## src/rtl/can_buf_consts.vh

```
`ifndef CAN_BUF_CONSTS_VH
`define CAN_BUF_CONSTS_VH
// Register offsets.
`define OFS_OPTION2 8'h00
`define OFS_MODE 8'h01
`define OFS_RX_FLAG 8'h02
`define OFS_RX_IE 8'h03
`define OFS_TX_FLAG 8'h04
`define OFS_TX_CTRL 8'h05
`define OFS_RX_WIN 8'h40
`define OFS_TX_WIN 8'h50
// Field positions.
`define BIT_CTRL_EN 0
`define BIT_LOOPBACK 0
`define BIT_RXF 0
`define BIT_OVR 1
`define BIT_RXFIE 0
`define BIT_OVRIE 1
`define TXE_LSB 0
`define ACK_LSB 4
`define CREQ_LSB 0
`define TXIE_LSB 4
// Buffer geometry.
`define BUF_BYTES 13
`define RANK_IDX 4'hD
`define NUM_TX 3
// Reset values.
`define RST_TXE 3'h7
`define RST_RANK 8'h00
`endif

```

## src/rtl/can_message_buffering.v

```verilog
`timescale 1ns/1ps
`include "can_buf_consts.vh"
module can_message_buffering #(
   parameter RANK_W = 8
) (
   input wire ref_clk,
   input wire rst_b,
   input wire [7:0] reg_addr,
   input wire [7:0] reg_wdata,
   input wire reg_wr,
   input wire reg_rd,
   output reg [7:0] reg_rdata_ff,
   input wire can_rx,
   output reg can_tx_ff,
   output reg can_rx_sync_ff,
   input wire pe_tx_bit,
   input wire pe_rx_wr,
   input wire [3:0] pe_rx_idx,
   input wire [7:0] pe_rx_byte,
   input wire pe_rx_ok,
   input wire pe_rx_hit,
   input wire pe_arb_start,
   input wire pe_arb_lost,
   input wire pe_tx_done,
   input wire pe_tx_err,
   input wire [3:0] pe_tx_idx,
   output reg [7:0] tx_byte_ff,
   output reg tx_req_ff,
   output reg [1:0] tx_sel_ff,
   output reg ack_en_ff,
   output reg module_en_ff,
   output reg rx_irq_ff,
   output reg err_irq_ff,
   output reg tx_irq_ff
);

   // Decodes a bus address into the transmit window: valid, buffer, byte.
   function [6:0] tx_slot;
      input [7:0] a;
      reg [1:0] n;
      begin
         n = a[5:4] - 2'd1;
         tx_slot = {(a[7:6] == 2'b01) && (a[5:4] != 2'b00) &&
                    (a[3:0] <= `RANK_IDX), n, a[3:0]};
      end
   endfunction

   // Message memories and the rank register of each transmit buffer.
   reg [7:0] rx_bg [0:`BUF_BYTES-1];
   reg [7:0] rx_fg [0:`BUF_BYTES-1];
   reg [7:0] tx_mem [0:3*`BUF_BYTES-1];
   reg [RANK_W-1:0] rank_ff [0:`NUM_TX-1];
   // Control bits, receive flags and per-buffer transmit state.
   reg en_ff;
   reg loopback_ff;
   reg rxf_ff;
   reg bg_held_ff;
   reg ovr_ff;
   reg rxfie_ff;
   reg ovrie_ff;
   reg own_ff;
   reg [2:0] txe_ff;
   reg [2:0] ack_ff;
   reg [2:0] creq_ff;
   reg [2:0] busy_ff;
   reg [2:0] txie_ff;
   reg rx_meta_ff;
   reg rx_sync_ff;
   // Next values and the selection found by combinational logic.
   reg nxt_rxf;
   reg nxt_bg_held;
   reg nxt_ovr;
   reg do_copy;
   reg [1:0] pick;
   reg pick_ok;
   reg [RANK_W-1:0] best;
   // Loop counters, one per process so that no two processes share one.
   integer i;
   integer j;
   integer k;
   // Address decode, memory indices and qualified strobes.
   wire [6:0] wslot;
   wire [6:0] rslot;
   wire [5:0] wmem_idx;
   wire [5:0] rmem_idx;
   wire [5:0] tmem_idx;
   wire rx_clr;
   wire accepted;
   wire tx_flag_wr;
   // Rank read value padded to the bus width before it is cut.
   wire [RANK_W+7:0] rank_wide;

   // The same decode serves the write and the read side of the bus.
   assign wslot = tx_slot(reg_addr);
   assign rslot = tx_slot(reg_addr);
   // Buffer n starts at byte 13n, built as 16n minus 2n minus n.
   assign wmem_idx = {wslot[5:4], 4'h0} - {3'b000, wslot[5:4], 1'b0} -
                     {4'h0, wslot[5:4]} + {2'b00, wslot[3:0]};
   assign rmem_idx = wmem_idx;
   assign tmem_idx = {tx_sel_ff, 4'h0} - {3'b000, tx_sel_ff, 1'b0} -
                     {4'h0, tx_sel_ff} + {2'b00, pe_tx_idx};
   assign rank_wide = {8'h00, rank_ff[rslot[5:4]]};
   // Write-one-to-clear strobe for the receive full flag.
   assign rx_clr = reg_wr && (reg_addr == `OFS_RX_FLAG) &&
                   reg_wdata[`BIT_RXF];
   // Only accepted frames that are not our own, unless looped back.
   assign accepted = en_ff && pe_rx_ok && pe_rx_hit &&
                     (!own_ff || loopback_ff);
   // Any write to the transmit flag register.
   assign tx_flag_wr = reg_wr && (reg_addr == `OFS_TX_FLAG);

   // Two flip-flops bring the receive pin into the clock domain.
   always @(posedge ref_clk or negedge rst_b) begin
      if (!rst_b) begin
         rx_meta_ff <= 1'b1;
         rx_sync_ff <= 1'b1;
      end else begin
         rx_meta_ff <= can_rx;
         rx_sync_ff <= rx_meta_ff;
      end
   end

   // Configuration registers written by software.
   always @(posedge ref_clk or negedge rst_b) begin
      if (!rst_b) begin
         en_ff <= 1'b0;
         loopback_ff <= 1'b0;
         rxfie_ff <= 1'b0;
         ovrie_ff <= 1'b0;
         txie_ff <= 3'h0;
      end else if (reg_wr) begin
         case (reg_addr)
            `OFS_OPTION2: en_ff <= reg_wdata[`BIT_CTRL_EN];
            `OFS_MODE: loopback_ff <= reg_wdata[`BIT_LOOPBACK];
            `OFS_RX_IE: begin
               rxfie_ff <= reg_wdata[`BIT_RXFIE];
               ovrie_ff <= reg_wdata[`BIT_OVRIE];
            end
            `OFS_TX_CTRL: txie_ff <= reg_wdata[`TXIE_LSB+2:`TXIE_LSB];
            default: en_ff <= en_ff;
         endcase
      end
   end

   // Receive flag, held background and overrun; a set beats a clear.
   always @* begin
      nxt_rxf = rxf_ff;
      nxt_bg_held = bg_held_ff;
      nxt_ovr = ovr_ff;
      do_copy = 1'b0;
      if (accepted) begin
         if (!rxf_ff || (rx_clr && !bg_held_ff)) begin
            do_copy = 1'b1;
            nxt_rxf = 1'b1;
         end else if (!bg_held_ff) begin
            nxt_bg_held = 1'b1;
         end else begin
            nxt_ovr = 1'b1;
         end
      end else if (rx_clr) begin
         if (bg_held_ff) begin
            do_copy = 1'b1;
            nxt_bg_held = 1'b0;
         end else begin
            nxt_rxf = 1'b0;
         end
      end
      if (reg_wr && (reg_addr == `OFS_RX_FLAG) && reg_wdata[`BIT_OVR] &&
          !(accepted && rxf_ff && bg_held_ff)) begin
         nxt_ovr = 1'b0;
      end
   end

   // Receive state registers.
   always @(posedge ref_clk or negedge rst_b) begin
      if (!rst_b) begin
         rxf_ff <= 1'b0;
         bg_held_ff <= 1'b0;
         ovr_ff <= 1'b0;
      end else begin
         rxf_ff <= nxt_rxf;
         bg_held_ff <= nxt_bg_held;
         ovr_ff <= nxt_ovr;
      end
   end

   // Message memories; the engine fills the background buffer.
   always @(posedge ref_clk) begin
      if (en_ff && pe_rx_wr && !bg_held_ff &&
          (pe_rx_idx < `BUF_BYTES)) begin
         rx_bg[pe_rx_idx] <= pe_rx_byte;
      end
      if (do_copy) begin
         for (i = 0; i < `BUF_BYTES; i = i + 1) begin
            rx_fg[i] <= rx_bg[i];
         end
      end
      if (reg_wr && wslot[6] && (wslot[3:0] != `RANK_IDX)) begin
         tx_mem[wmem_idx] <= reg_wdata;
      end
   end

   // Rank registers, one per transmit buffer.
   always @(posedge ref_clk or negedge rst_b) begin
      if (!rst_b) begin
         for (j = 0; j < `NUM_TX; j = j + 1) begin
            rank_ff[j] <= `RST_RANK;
         end
      end else if (reg_wr && wslot[6] && (wslot[3:0] == `RANK_IDX)) begin
         rank_ff[wslot[5:4]] <= reg_wdata[RANK_W-1:0];
      end
   end

   // Lowest rank among ready, non-cancelled buffers wins.
   always @* begin
      pick = 2'd0;
      pick_ok = 1'b0;
      best = {RANK_W{1'b1}};
      for (k = 0; k < `NUM_TX; k = k + 1) begin
         if (!txe_ff[k] && !creq_ff[k] &&
             (!pick_ok || (rank_ff[k] < best))) begin
            pick = k[1:0];
            pick_ok = 1'b1;
            best = rank_ff[k];
         end
      end
   end

   // Scheduler: choose at each arbitration, drop the request afterwards.
   always @(posedge ref_clk or negedge rst_b) begin
      if (!rst_b) begin
         tx_req_ff <= 1'b0;
         tx_sel_ff <= 2'd0;
         own_ff <= 1'b0;
      end else if (!en_ff) begin
         tx_req_ff <= 1'b0;
         own_ff <= 1'b0;
      end else if (pe_arb_start) begin
         tx_req_ff <= pick_ok;
         tx_sel_ff <= pick;
         own_ff <= pick_ok;
      end else if (pe_arb_lost) begin
         tx_req_ff <= 1'b0;
         own_ff <= 1'b0;
      end else if (pe_tx_done || pe_tx_err) begin
         tx_req_ff <= 1'b0;
      end else if (pe_rx_ok) begin
         own_ff <= 1'b0;
      end
   end

   // Per-buffer empty, cancel request, cancel ack and busy state.
   genvar g;
   generate
      for (g = 0; g < `NUM_TX; g = g + 1) begin : g_txbuf
         wire sent;
         wire grant;
         assign sent = en_ff && pe_tx_done && busy_ff[g] &&
                       (tx_sel_ff == g);
         // A buffer on the bus is never cancelled; its request waits.
         assign grant = creq_ff[g] && !txe_ff[g] && !busy_ff[g];
         always @(posedge ref_clk or negedge rst_b) begin
            if (!rst_b) begin
               txe_ff[g] <= 1'b1;
               ack_ff[g] <= 1'b0;
               creq_ff[g] <= 1'b0;
               busy_ff[g] <= 1'b0;
            end else begin
               if (sent) begin
                  txe_ff[g] <= 1'b1;
                  ack_ff[g] <= 1'b0;
               end else if (grant) begin
                  txe_ff[g] <= 1'b1;
                  ack_ff[g] <= 1'b1;
               end else if (tx_flag_wr &&
                            reg_wdata[`TXE_LSB+g]) begin
                  txe_ff[g] <= 1'b0;
                  ack_ff[g] <= 1'b0;
               end
               if (sent || grant) begin
                  creq_ff[g] <= 1'b0;
               end else if (reg_wr && (reg_addr == `OFS_TX_CTRL)) begin
                  creq_ff[g] <= reg_wdata[`CREQ_LSB+g] && !txe_ff[g];
               end
               if (en_ff && pe_arb_start) begin
                  busy_ff[g] <= pick_ok && (pick == g);
               end else if (pe_tx_done || pe_tx_err || pe_arb_lost ||
                            !en_ff) begin
                  busy_ff[g] <= 1'b0;
               end
            end
         end
      end
   endgenerate

   // Register read port with one cycle of latency.
   always @(posedge ref_clk or negedge rst_b) begin
      if (!rst_b) begin
         reg_rdata_ff <= 8'h00;
      end else if (!reg_rd) begin
         reg_rdata_ff <= 8'h00;
      end else if (rslot[6]) begin
         if (rslot[3:0] == `RANK_IDX) begin
            reg_rdata_ff <= rank_wide[7:0];
         end else begin
            reg_rdata_ff <= tx_mem[rmem_idx];
         end
      end else if ((reg_addr >= `OFS_RX_WIN) &&
                   (reg_addr < `OFS_RX_WIN + `BUF_BYTES)) begin
         reg_rdata_ff <= rx_fg[reg_addr[3:0]];
      end else begin
         case (reg_addr)
            `OFS_OPTION2: reg_rdata_ff <= {7'h00, en_ff};
            `OFS_MODE: reg_rdata_ff <= {7'h00, loopback_ff};
            `OFS_RX_FLAG: reg_rdata_ff <= {6'h00, ovr_ff, rxf_ff};
            `OFS_RX_IE: reg_rdata_ff <= {6'h00, ovrie_ff, rxfie_ff};
            `OFS_TX_FLAG: reg_rdata_ff <= {1'b0, ack_ff, 1'b0, txe_ff};
            `OFS_TX_CTRL: reg_rdata_ff <= {1'b0, txie_ff, 1'b0, creq_ff};
            default: reg_rdata_ff <= 8'h00;
         endcase
      end
   end

   // Pins, engine handshake and interrupt levels, all registered.
   always @(posedge ref_clk or negedge rst_b) begin
      if (!rst_b) begin
         can_tx_ff <= 1'b1;
         can_rx_sync_ff <= 1'b1;
         tx_byte_ff <= 8'h00;
         ack_en_ff <= 1'b0;
         module_en_ff <= 1'b0;
         rx_irq_ff <= 1'b0;
         err_irq_ff <= 1'b0;
         tx_irq_ff <= 1'b0;
      end else begin
         can_tx_ff <= en_ff ? pe_tx_bit : 1'b1;
         can_rx_sync_ff <= rx_sync_ff;
         tx_byte_ff <= (pe_tx_idx < `BUF_BYTES) ? tx_mem[tmem_idx] : 8'h00;
         ack_en_ff <= en_ff && (!own_ff || loopback_ff);
         module_en_ff <= en_ff;
         rx_irq_ff <= nxt_rxf && rxfie_ff;
         err_irq_ff <= nxt_ovr && ovrie_ff;
         tx_irq_ff <= |(txe_ff & txie_ff);
      end
   end

endmodule // can_message_buffering

```

## config.mk

```make
export PLATFORM = sky130hd
export DESIGN_NAME = can_message_buffering
export DESIGN_NICKNAME = d
export VERILOG_FILES = /design/src/rtl/can_message_buffering.v
export VERILOG_INCLUDE_DIRS = /design/src /design/src/rtl
export SDC_FILE = /design/constraint.sdc
export NUM_CORES = 1
export LEC_CHECK = 0
export BUFFER_PORTS_ARGS = -buffer_cell sky130_fd_sc_hd__buf_4
export CAP_MARGIN = 20
export CORE_MARGIN = 2
export CORE_UTILIZATION = 25
export CTS_CLUSTER_DIAMETER = 30
export DETAILED_ROUTE_END_ITERATION = 7
export PLACE_DENSITY = 0.47
export SLEW_MARGIN = 40
export SYNTH_ARGS = -nofsm -noshare
export SYNTH_HDL_FRONTEND = slang
export SYNTH_SLANG_ARGS = --single-unit
```

## constraint.sdc

```tcl
create_clock -name ref_clk -period 6.26 [get_ports ref_clk]
set_input_delay 0.626 -clock ref_clk [delete_from_list [all_inputs] [get_ports ref_clk]]
set_output_delay 0.626 -clock ref_clk [all_outputs]
set_load 0.02 [all_outputs]
```

Word-level counts from Yosys, hierarchy flattened. Memories as Yosys holds them, arrays and structs flattened. Index checks and enable logic that the tools add are counted. Widths: inputs -> output; s select.

Register bits after elaboration: 75. Bits in writable memories: 520. Output and inout bits: 26. Logic and storage cells: 245. Memories kept: 3.

Add/subtract/negate cells: 7. Magnitude comparators: 9. Equal/unequal tests: 16. Mux-type cells: 72. Bitwise operators: 2. Reductions and logical operators: 99.

Memory list: tx_mem (words 39, bits a word 8, rd ports 2, clocked after Yosys merged registers in 0, wr ports 1, line can_message_buffering.v:51) `` reg [7:0] tx_mem [0:3*`BUF_BYTES-1]; ``; rx_bg (words 13, bits a word 8, rd ports 13, clocked after Yosys merged registers in 0, wr ports 1, line can_message_buffering.v:49) `` reg [7:0] rx_bg [0:`BUF_BYTES-1]; ``; rx_fg (words 13, bits a word 8, rd ports 1, clocked after Yosys merged registers in 0, wr ports 13, line can_message_buffering.v:50) `` reg [7:0] rx_fg [0:`BUF_BYTES-1]; ``.

Operators with widths (number): $mux 8 (10); $mux 1 (57); $logic_and 1x1->1 (53); $pmux 7 s6 (1); $bwmux 24 (1); $bmux 8 s2 (1); $demux 8 s2 (1); $eq 8x2->1 const B (2); $eq 8x3->1 const B (2); $logic_not 1->1 (16); $lt 8x8->1 (2); $reduce_and 2->1 (7); $add 6x4->6 (2); $ne 4x4->1 const B (3); $reduce_bool 2->1 (6); $sub 6x2->6 (2); $sub 6x3->6 (2); $logic_or 1x1->1 (10); $reduce_bool 3->1 (3); $eq 8x1->1 const B (1); $ge 8x7->1 const B (1); $logic_not 8->1 (1); $lt 4x4->1 const B (2); $lt 8x7->1 const B (1); 14 further kinds (18).

Longest topological paths before layout. Gate-level depths: netlist of run 1.

Depth in word-level cells: 14. Mapped depth: 19. Depth with buffers taken out: 17.

Worst setup path after synthesis of run 1. No wires, ideal clock.

Path kind: input to register. Start: in reg_addr[4]. End: mem rx_fg[0][0] (enable). Data arrival time: 4.740 ns. Setup slack: 1.046 ns. Stages on the path: 9. Path through: clkbuf_1 -> inv_1 -> ha_1 -> nor4b_2 -> nand2_1 -> nor2_1 -> nand4_1 -> o21ai_0 -> a22o_1.

RTL lines: from (decl) (line can_message_buffering.v:8) `input wire [7:0] reg_addr,`; to (decl) (line can_message_buffering.v:50).

Worst setup path after layout of run 1.
Start: reg tx_sel_ff[1]. End: reg tx_byte_ff[6].

Longest elaborated chain between the ends: 5.

RTL lines: from (decl) (line can_message_buffering.v:29) `output reg [1:0] tx_sel_ff,`; from (signal assigned) (line can_message_buffering.v:240) `tx_sel_ff <= pick;`; $sub 6x3->6 (line can_message_buffering.v:100) `assign tmem_idx = {tx_sel_ff, 4'h0} - {3'b000, tx_sel_ff, 1'b0} -`; $sub 6x2->6 (*) (line can_message_buffering.v:100); $add 6x4->6 (*) (line can_message_buffering.v:101) `{4'h0, tx_sel_ff} + {2'b00, pe_tx_idx};`; $mem_v2 39x8 (*); $mux 8 (*) (line can_message_buffering.v:338) `` tx_byte_ff <= (pe_tx_idx < `BUF_BYTES) ? tx_mem[tmem_idx] : 8'h00; ``; to (signal assigned) (line can_message_buffering.v:338); to (decl) (line can_message_buffering.v:27) `output reg [7:0] tx_byte_ff,`.

Every way passes the cells marked *; elsewhere a longest branch is shown, timed or not. A chain may end at the register's enable or synchronous reset.

==> implementation parameters, run 1 <==
Parameter                              Value

Yosys
  Average footprint of a synthesized cell ... 16.1 µm²
  Portion of synthesized cell area occupied by the leading cell type ... 58.7%
  Total nets after synthesis ... 1735
  Number of distinct library cells after synthesis ... 81
  Top cells by area in the synthesized netlist ... edfxtp_1 59%, mux4_2 11%, dfrtp_1 6.4%
  Post-synth EDFFs ... 520
  Yosys warning total ... 0
  Cell taking the most area after synthesis ... edfxtp_1
  Ys flop type ... edfxtp_1
  Proportion of synthesized flip-flops having asynchronous set or reset ... 12.6%
  Flip-flop and latch count after synthesis ... 595
  Netlist Area Pre-Place ... 26600 µm²
  Instance count of the mapped netlist ... 1652
  Sequential-to-total area share from yosys stat ... 65.8%

Global routing
  Wire length of the first global-routing pass ... 119000 µm
  Vias in the first global route ... 16900
  Aggregate global routing overflow ... 0
  Maximum number of pins on one net before global-route repair ... 88
  Antenna violations before repair ... 7
  Global router's overall resource usage ... 15.0%

STA
  Clock period minus final worst setup slack ... 4.55 ns
  RSZ-0062 raised after global routing ... false
  Layout Skew ... 0.0267 ns
  Worst Max-Slew Pin Slew ... 0.926 ns
  Portion of the clock cycle consumed by the worst path in the final layout ... 72.6%
  Final number of max-transition violations ... 0
  Fmax ... 0.220 GHz
  Final Hold Violating Endpoints ... 0
  Number of setup violations in the final report ... 0
  Normalized max-slew margin ... 38.0%
  Setup TNS ... 0 ns

Place
  Detailed-placement wirelength estimate ... 54000 µm
  RePlAce Congestion ... 0.911
  I/O Buffers ... 70

Min path
  Type of the tightest min-delay check ... input port to flip-flop

Clock network
  Clock sink count ... 595
  CTS tree ... built
  Post_cts resized ... 0
  Total of hold buffers inserted after clock tree synthesis ... 1
  Post-CTS Setup Inserts ... 0
  Insertion delay to the later sink of the worst-skew pair ... 0.69 ns
  H-Tree Level Count ... 3
  Number of buffers added by the clock tree synthesis step ... 114
  Worst-case clock buffer depth ... 3
  Root buffer selected by CTS ... clkbuf_16
  Reg clk slew, reported paths ... 0.05 ns

Detailed routing
  Routed Antenna Nets ... 0
  Post-route DRC ... 6
  Per-cell routed wire length ... 24.7 µm
  Avg Vias per Cell ... 4.96
  Via count ... 16400
  Initial drt markers ... 1656
  Number of iterations in the first detailed-routing pass ... 8
  Routed WL ... 81800 µm

Finish
  Count of filler cells inserted in the layout ... 10300
  Number of antenna repair diodes ... 0
  Nets@finish ... 1905
  Area growth syn-to-layout ... 24.4%
  Fraction of final layout cells with drive strength greater than 1 ... 28.4%
  Final standard cell utilization of the core ... 31.4%

Floorplan
  Initial core utilization ... 25.2%
  Ports placed on the boundary ... 71
  Die area ... 109000 µm²
  Die X-Extent ... 330 µm
  Floorplan core area ... 105000 µm²
  Vertical extent of the die ... 330 µm
  Placement row count ... 119

Power and ir drop
  VDD IR max ... 0.000258 V
  Cell-internal power ... 9120 µW
  Switching share of power ... 28.2%
  Net switching power of the design ... 3570 µW
  Standby leakage power ... 0.0116 µW
  Combinational fraction of design power ... 16.9%
  Power density over cell area ... 384 nW/µm²
  Part of the total power dissipated in sequential elements ... 34.8%
  Clk network pwr share ... 48.3%

Setup path
  Crit path capture type ... flip-flop
  Arrival time worst endpoint ... 5.07 ns
  Worst Path Max Fanout ... 10
  Reg-to-reg slack, setup ... 1.71 ns
  Start-to-end type of the worst setup path ... flip-flop to flip-flop
  Required arrival time at the worst endpoint ... 6.78 ns
  Crit path launch type ... flip-flop

Run
  # Max-Cap Violations ... 0

Run status
  Result of the run ... finished with violations
  Failing checks ... DRC
==> metrics by stage <==
stage / setup WS (ns) / hold slack, ns / cells / area (µm²) / total power, µW
finish: 1.71 / 0.0649 / 3314 / 33100 / 12700
global route: 1.49 / 0.0286 / 3314 / 33100 / 13100
CTS: 1.70 / 0.0209 / 3314 / 33100 / 12800
detailed placement: 1.54 / 0.348 / 3096 / 29200 / 6610
global placement: 1.51 / 0.346 / 3095 / 29100 / 6590
floorplan: 1.05 / 0.330 / 1652 / 26600 / 5780
==> per-layer routing <==
metal | vias up | part of all wire, % | GRT usage [%]
met5 | - | 0.068 | 0
met4 | 8 | 2.9 | 4.54
met3 | 181 | 8.3 | 3.97
met2 | 709 | 46 | 23.8
met1 | 8505 | 43 | 20.1
li1 | 7037 | - | -
==> power by group through the flow <==
stage               logic, µW  clock network (µW)  registers [µW]
global placement         2100                   0            4490
CTS                      2130                6250            4420
finish                   2140                6130            4420
global route             2250                6450            4420
floorplan                1270                   0            4510
detailed placement       2120                   0            4490
==> cell families after synthesis <==
group                      count (synthesis)  share of synthesized area, %
DFF                                      595                          65.8
muxes                                    222                          15.8
AOI/OAI and AO/OA                        255                          6.75
xor gates and xnor gates                  16                         0.725
buffers and inverters                    123                          2.21
adders and majority gates                 38                          1.84
and+or+nand+nor                          403                          6.86
==> worst max-delay path, cell delays in order (launching register included) <==
cell and delay (ns):
dfrtp_1 0.61, inv_1 0.31, ha_1 0.52, fa_4 0.57, xnor2_4 0.55, mux4_1 0.68
mux4_2 0.54, mux2i_1 0.37, a211oi_1 0.21
==> synth_stat cells, types with 6 or more instances <==
cell	n
a211oi_1	34
a21o_1	16
a21oi_1	31
a311oi_1	13
a31oi_1	21
and2_1	8
and3_1	9
buf_1	10
buf_2	28
buf_4	8
buf_6	6
clkbuf_1	41
dfrtp_1	68
dfstp_2	7
edfxtp_1	520
ha_1	36
inv_1	29
mux2_2	38
mux2i_1	35
mux4_1	21
mux4_2	127
nand2_1	150
nand2b_1	10
nand3_1	28
nand3b_1	6
nand4_1	18
nor2_1	113
nor2b_1	6
nor3_1	34
o211ai_1	7
o21ai_0	44
o221ai_1	9
o22ai_1	18
o311ai_0	7
o31ai_1	8
or3_1	6
xnor2_1	9
==> area by class of cell <==
cell class	count	area, µm²	share of cell area, %
Sequential cell	595	17500	52.9
Inverter	29	109	0.329
Clock inverter	89	983	2.97
Clock buffer	128	2930	8.84
Tap cell	1391	1740	5.26
Timing Repair Buffer	148	1170	3.55
Multi-Input combinational cell	934	8660	26.2
==> path summary, 6_finish.rpt <==
kind	start	to	cells after the start
max	tx_sel_ff[1]$_DFFE_PN0P_	tx_byte_ff[6]$_DFF_PN0_	8
min	can_rx	rx_meta_ff$_DFF_PN1_	1
max reg2reg	tx_sel_ff[1]$_DFFE_PN0P_	tx_byte_ff[6]$_DFF_PN0_	8
min reg2reg	rx_meta_ff$_DFF_PN1_	rx_sync_ff$_DFF_PN1_	0
max in group asynchronous	rst_b	ack_en_ff$_DFF_PN0_	3
min in group asynchronous	rst_b	tx_byte_ff[0]$_DFF_PN0_	2
==> sequential cells by signal, summed over array words and instances (netlist names), 2 cells and up <==
| signal | count |
|---|---|
| tx_mem | 312 |
| rx_bg | 104 |
| rx_fg | 104 |
| rank_ff | 24 |
| reg_rdata_ff | 8 |
| tx_byte_ff | 8 |
| ack_ff | 3 |
| busy_ff | 3 |
| creq_ff | 3 |
| txe_ff | 3 |
| txie_ff | 3 |
| tx_sel_ff | 2 |
==> placed cells by master, fill, tap and decap left out, types with 31 or more instances in the layout <==
cell type	synthesis	routed
mux4_2	127	127
edfxtp_1	520	520
mux2i_1	35	35
clkbuf_16	0	114
nor3_1	34	33
ha_1	36	36
mux2_2	38	38
o21ai_0	44	44
nor2_1	113	101
dfrtp_1	68	68
a211oi_1	34	34
nand2_1	150	150
buf_4	8	141
a21oi_1	31	31
Note: power is estimated with default switching activity, not from simulation.
==> run 2, diff against run 1 <==
--- a/config.mk
+++ b/config.mk
@@ -6,13 +6,14 @@
 export SDC_FILE = /design/constraint.sdc
 export NUM_CORES = 1
 export LEC_CHECK = 0
+export ABC_AREA = 1
 export BUFFER_PORTS_ARGS = -buffer_cell sky130_fd_sc_hd__buf_4
 export CAP_MARGIN = 20
 export CORE_MARGIN = 2
 export CORE_UTILIZATION = 25
 export CTS_CLUSTER_DIAMETER = 30
 export DETAILED_ROUTE_END_ITERATION = 7
-export PLACE_DENSITY = 0.47
+export PLACE_DENSITY = 0.48
 export SLEW_MARGIN = 40
 export SYNTH_ARGS = -nofsm -noshare
 export SYNTH_HDL_FRONTEND = slang
==> constraint.sdc (replaced) <==
create_clock -name ref_clk -period 4.15 [get_ports ref_clk]
set_input_delay 0.415 -clock ref_clk [delete_from_list [all_inputs] [get_ports ref_clk]]
set_output_delay 0.415 -clock ref_clk [all_outputs]
set_load 0.02 [all_outputs]
==> implementation parameters, run 2 <==
Parameter                              Value

Finish
  Fraction of final layout cells with drive strength greater than 1 ... 18.6% (-9.9 points)
  Area growth syn-to-layout ... 28.8%
  Most common library cell in the layout ignoring fill and taps ... edfxtp_1
  Final Cell Area ... 33300 µm² (+0.77%)
  Multi-input logic area ... 7410 µm² (-14%)
  Nets@finish ... 2533 (+33%)
  Number of antenna repair diodes ... 0 (unchanged)
  Most frequent cells in the layout ... 520 x edfxtp_1, 398 x nand2_1, 259 x nand3_1
  Flip-flop and latch area ... 17500 µm² (unchanged)
  Final standard cell utilization of the core ... 32.4% (+0.97 points)
  Count of filler cells inserted in the layout ... 10400 (+0.27%)
  Max reg flops ... 312 (unchanged)
  Register with the most flip-flops ... tx_mem
  Top flop regs ... tx_mem: 312 flops, rx_bg: 104 flops, rx_fg: 104 flops

Global routing
  Vias in the first global route ... 19300 (+14%)
  Wire length of the first global-routing pass ... 126000 µm (+6.0%)
  Aggregate global routing overflow ... 0 (unchanged)
  Maximum number of pins on one net before global-route repair ... 150 (+70%)
  Antenna violations before repair ... 2 (-5)
  Global router's overall resource usage ... 15.9% (+0.93 points)

Yosys
  Yosys warning total ... 0 (unchanged)
  Netlist Area Pre-Place ... 25900 µm² (-2.7%)
  Sequential-to-total area share from yosys stat ... 67.6% (+1.8 points)
  Area share of fa/ha/maj cells after synthesis ... 1.90% (+0.051 points)
  Proportion of synthesized flip-flops having asynchronous set or reset ... 12.6% (unchanged)
  Portion of synthesized cell area occupied by the leading cell type ... 60.3% (+1.6 points)
  Top cells by area in the synthesized netlist ... edfxtp_1 60%, dfrtp_1 6.6%, nand2_1 5.8%
  Number of distinct library cells after synthesis ... 60 (-26%)
  Post-synth EDFFs ... 520 (unchanged)
  Cell with the most instances after synthesis ... edfxtp_1
  Ys flop type ... edfxtp_1
  Commonest cells in the synthesized netlist ... 520 x edfxtp_1, 398 x nand2_1, 259 x nand3_1
  Share of cell area taken by muxes after synthesis ... 0% (-16 points)
  Synthesized-area fraction occupied by ao, oa, aoi and oai cells ... 10.9% (+4.2 points)
  Average footprint of a synthesized cell ... 11.6 µm² (-28%)
  Instance count of the mapped netlist ... 2227 (+35%)
  Flip-flop and latch count after synthesis ... 595 (unchanged)
  Total nets after synthesis ... 2310 (+33%)
  Area share of xor/xnor cells in the synthesized design ... 0.425% (-0.30 points)
  Dominant combinational cell family by area after synthesis ... simple AND/OR/NAND/NOR gates
  Area share of and/or/nand/nor cells after synthesis ... 15.1% (+8.3 points)
  Cell taking the most area after synthesis ... edfxtp_1

Power and ir drop
  Part of the total power dissipated in sequential elements ... 32.0% (-2.8 points)
  Combinational fraction of design power ... 17.8% (+0.9 points)
  Cell-internal power ... 14900 µW (+63%)
  Clk network pwr share ... 50.2% (+1.9 points)
  Switching share of power ... 28.8% (+0.68 points)
  VDD IR max ... 0.000379 V (+47%)
  Standby leakage power ... 0.0122 µW (+5.3%)
  Net switching power of the design ... 6040 µW (+69%)
  Power density over cell area ... 628 nW/µm² (+64%)

Setup path
  Critical Path Slowest Stage Cell ... fa_4
  Critical path buffer and inverter count ... 4 (+3)
  Worst Path Max Fanout ... 47 (+37)
  Reg-to-reg critical path startpoint ... tx_sel_ff[0]$_DFFE_PN0P_
  Cell-by-cell trace of the critical path ... ha_1, inv_1, ha_1, nor2_1, fa_4, inv_2, buf_12, nand3_1, nand3_1, nand3_1, nand3_1, nand3_1, nand3_1, inv_1
  Arrival time worst endpoint ... 4.32 ns (-0.75 ns)
  Peak per-stage delay on the critical path ... 0.79 ns (+0.11 ns)
  Crit path capture type ... flip-flop
  Cell repeated most along the worst path ... nand3_1
  Crit path launch type ... flip-flop
  Cell family contributing the most delay on the critical path ... adder cells
  Required arrival time at the worst endpoint ... 4.73 ns (-2.05 ns)
  Critical path startpoint ... tx_sel_ff[0]$_DFFE_PN0P_
  Start-to-end type of the worst setup path ... flip-flop to flip-flop

Clock network
  Reg clk slew, reported paths ... 0.05 ns (about the same)
  Number of buffers added by the clock tree synthesis step ... 130 (+14%)
  CTS tree ... built
  Post_cts resized ... 0 (unchanged)
  Post-CTS Setup Inserts ... 0 (unchanged)
  Clock sink count ... 595 (unchanged)
  Worst-case clock buffer depth ... 3 (unchanged)
  H-Tree Level Count ... 4 (+1)
  Total of hold buffers inserted after clock tree synthesis ... 8 (+7)
  Root buffer selected by CTS ... clkbuf_16
  Insertion delay to the later sink of the worst-skew pair ... 0.71 ns (+0.02 ns)

Detailed routing
  Routed Antenna Nets ... 0 (unchanged)
  Routed WL ... 85900 µm (+5.0%)
  Post-route DRC ... 0 (-6)
  Number of iterations in the first detailed-routing pass ... 8 (unchanged)
  Avg Vias per Cell ... 4.97 (+0.12%)
  Per-cell routed wire length ... 21.8 µm (-12%)
  Initial drt markers ... 2268 (+37%)
  Via count ... 19600 (+19%)

Run status
  Result of the run ... finished, final reports clean

STA
  Number of setup violations in the final report ... 0 (unchanged)
  Final number of max-transition violations ... 0 (unchanged)
  Layout Skew ... 0.0191 ns (-0.00757 ns)
  Fmax ... 0.268 GHz (+22%)
  RSZ-0062 raised after global routing ... false
  Worst Max-Slew Pin Slew ... 0.852 ns (-0.0736 ns)
  Portion of the clock cycle consumed by the worst path in the final layout ... 90.0% (+17 points)
  Final Hold Violating Endpoints ... 0 (unchanged)
  Clock period minus final worst setup slack ... 3.74 ns (-0.809 ns)
  Normalized max-slew margin ... 42.4% (+4.5 points)
  Final worst slack ... 0.413 ns (-1.30 ns)

Floorplan
  Vertical extent of the die ... 326 µm (-1.3%)
  Initial core utilization ... 25.1% (-0.11 points)
  Floorplan core area ... 103000 µm² (-2.2%)
  Die X-Extent ... 326 µm (-1.3%)
  Placement row count ... 118 (-0.84%)
  Die area ... 106000 µm² (-2.7%)
  Ports placed on the boundary ... 71 (unchanged)

Place
  Area after DPL ... 28700 µm² (-1.4%)
  I/O Buffers ... 70 (unchanged)
  Setup Slack @ Placement ... 0.0953 ns (-1.45 ns)
  Detailed-placement wirelength estimate ... 56000 µm (+3.9%)
  RePlAce Congestion ... 0.891 (-2.2%)

Min path
  Type of the tightest min-delay check ... input port to flip-flop
  Hold path startpoint ... pe_rx_byte[1]

Run
  # Max-Cap Violations ... 0 (unchanged)
-- run 2: cell types whose count changed in the layout (fill, tap and decap cells not counted), sizes merged, moves of 20 or more --
cell,delta
o22ai,+164
nand3,+237
a211oi,-31
clkbuf,+28
mux2,-39
nand2,+256
o21ai,+84
a31oi,-20
o211ai,+22
mux4,-148
buf,+48
nor2,+63
inv,+78
mux2i,-35
-- run 2: worst reg2reg max path: cells and delay by family, from the launching register on --
kind          cells  cell delay (ns)
fa+ha+maj         3             1.28
buf+inv           4             0.56
flops             1             0.44
simple gates      7             1.34
-- run 2: routing by layer --
metal	global-route usage, %	share of wire [%]	vias to the layer above
li1	-	-	8714
met1	21.0	42	9603
met2	25.1	46	1026
met3	3.53	8.1	205
met4	6.97	3.5	2
met5	0	0.015	-
-- run 2: cells by family after synthesis --
kind of cell	after synthesis
DFF	595
and+or+nand+nor	897
buffers and inverters	235
AOI/OAI and AO/OA	455
xor gates and xnor gates	7
adders and majority gates	38
-- run 2: metrics by stage --
stage,instances,power [µW],hold slack (ns),TNS (ns)
after floorplan,2227,8930,0.119,-0.494
after global placement,3689,10400,0.346,0
after detailed placement,3690,10500,0.347,0
after CTS,3936,21100,0.00142,0
after global routing,3936,21700,0.0210,0
final,3936,20900,0.0345,0
-- run 2: worst paths after layout --
check / end / slack, ns / cells after the start
worst max-delay path: tx_byte_ff[7]$_DFF_PN0_ / 0.41 / 14
worst min-delay path: rx_bg[12][1]$_DFFE_PP_ / 0.03 / 1
worst max register to register: tx_byte_ff[7]$_DFF_PN0_ / 0.41 / 14
worst min register to register: can_rx_sync_ff$_DFF_PN1_ / 0.35 / 0
max in group asynchronous: txe_ff[1]$_DFFE_PN1P_ / 2.88 / 3
min in group asynchronous: tx_byte_ff[6]$_DFF_PN0_ / 0.27 / 2
-- run 2: layout make-up --
| cell class | instances | area share, % |
|---|---|---|
| inverters | 123 | 1.39 |
| well taps | 1380 | 5.18 |
| clock inverters | 82 | 3.28 |
| flip-flops and latches | 595 | 52.5 |
| multi-input cells | 1397 | 22.2 |
| clock buffers | 156 | 10.3 |
| repair buffers | 203 | 5.15 |
-- run 2: power by group through the flow --
stage	logic [µW]	registers [µW]	clock network, µW
after floorplan	2070	6860	0
after global placement	3620	6810	0
final	3720	6710	10500
after global routing	3970	6720	11000
after CTS	3660	6710	10700
after detailed placement	3640	6810	0
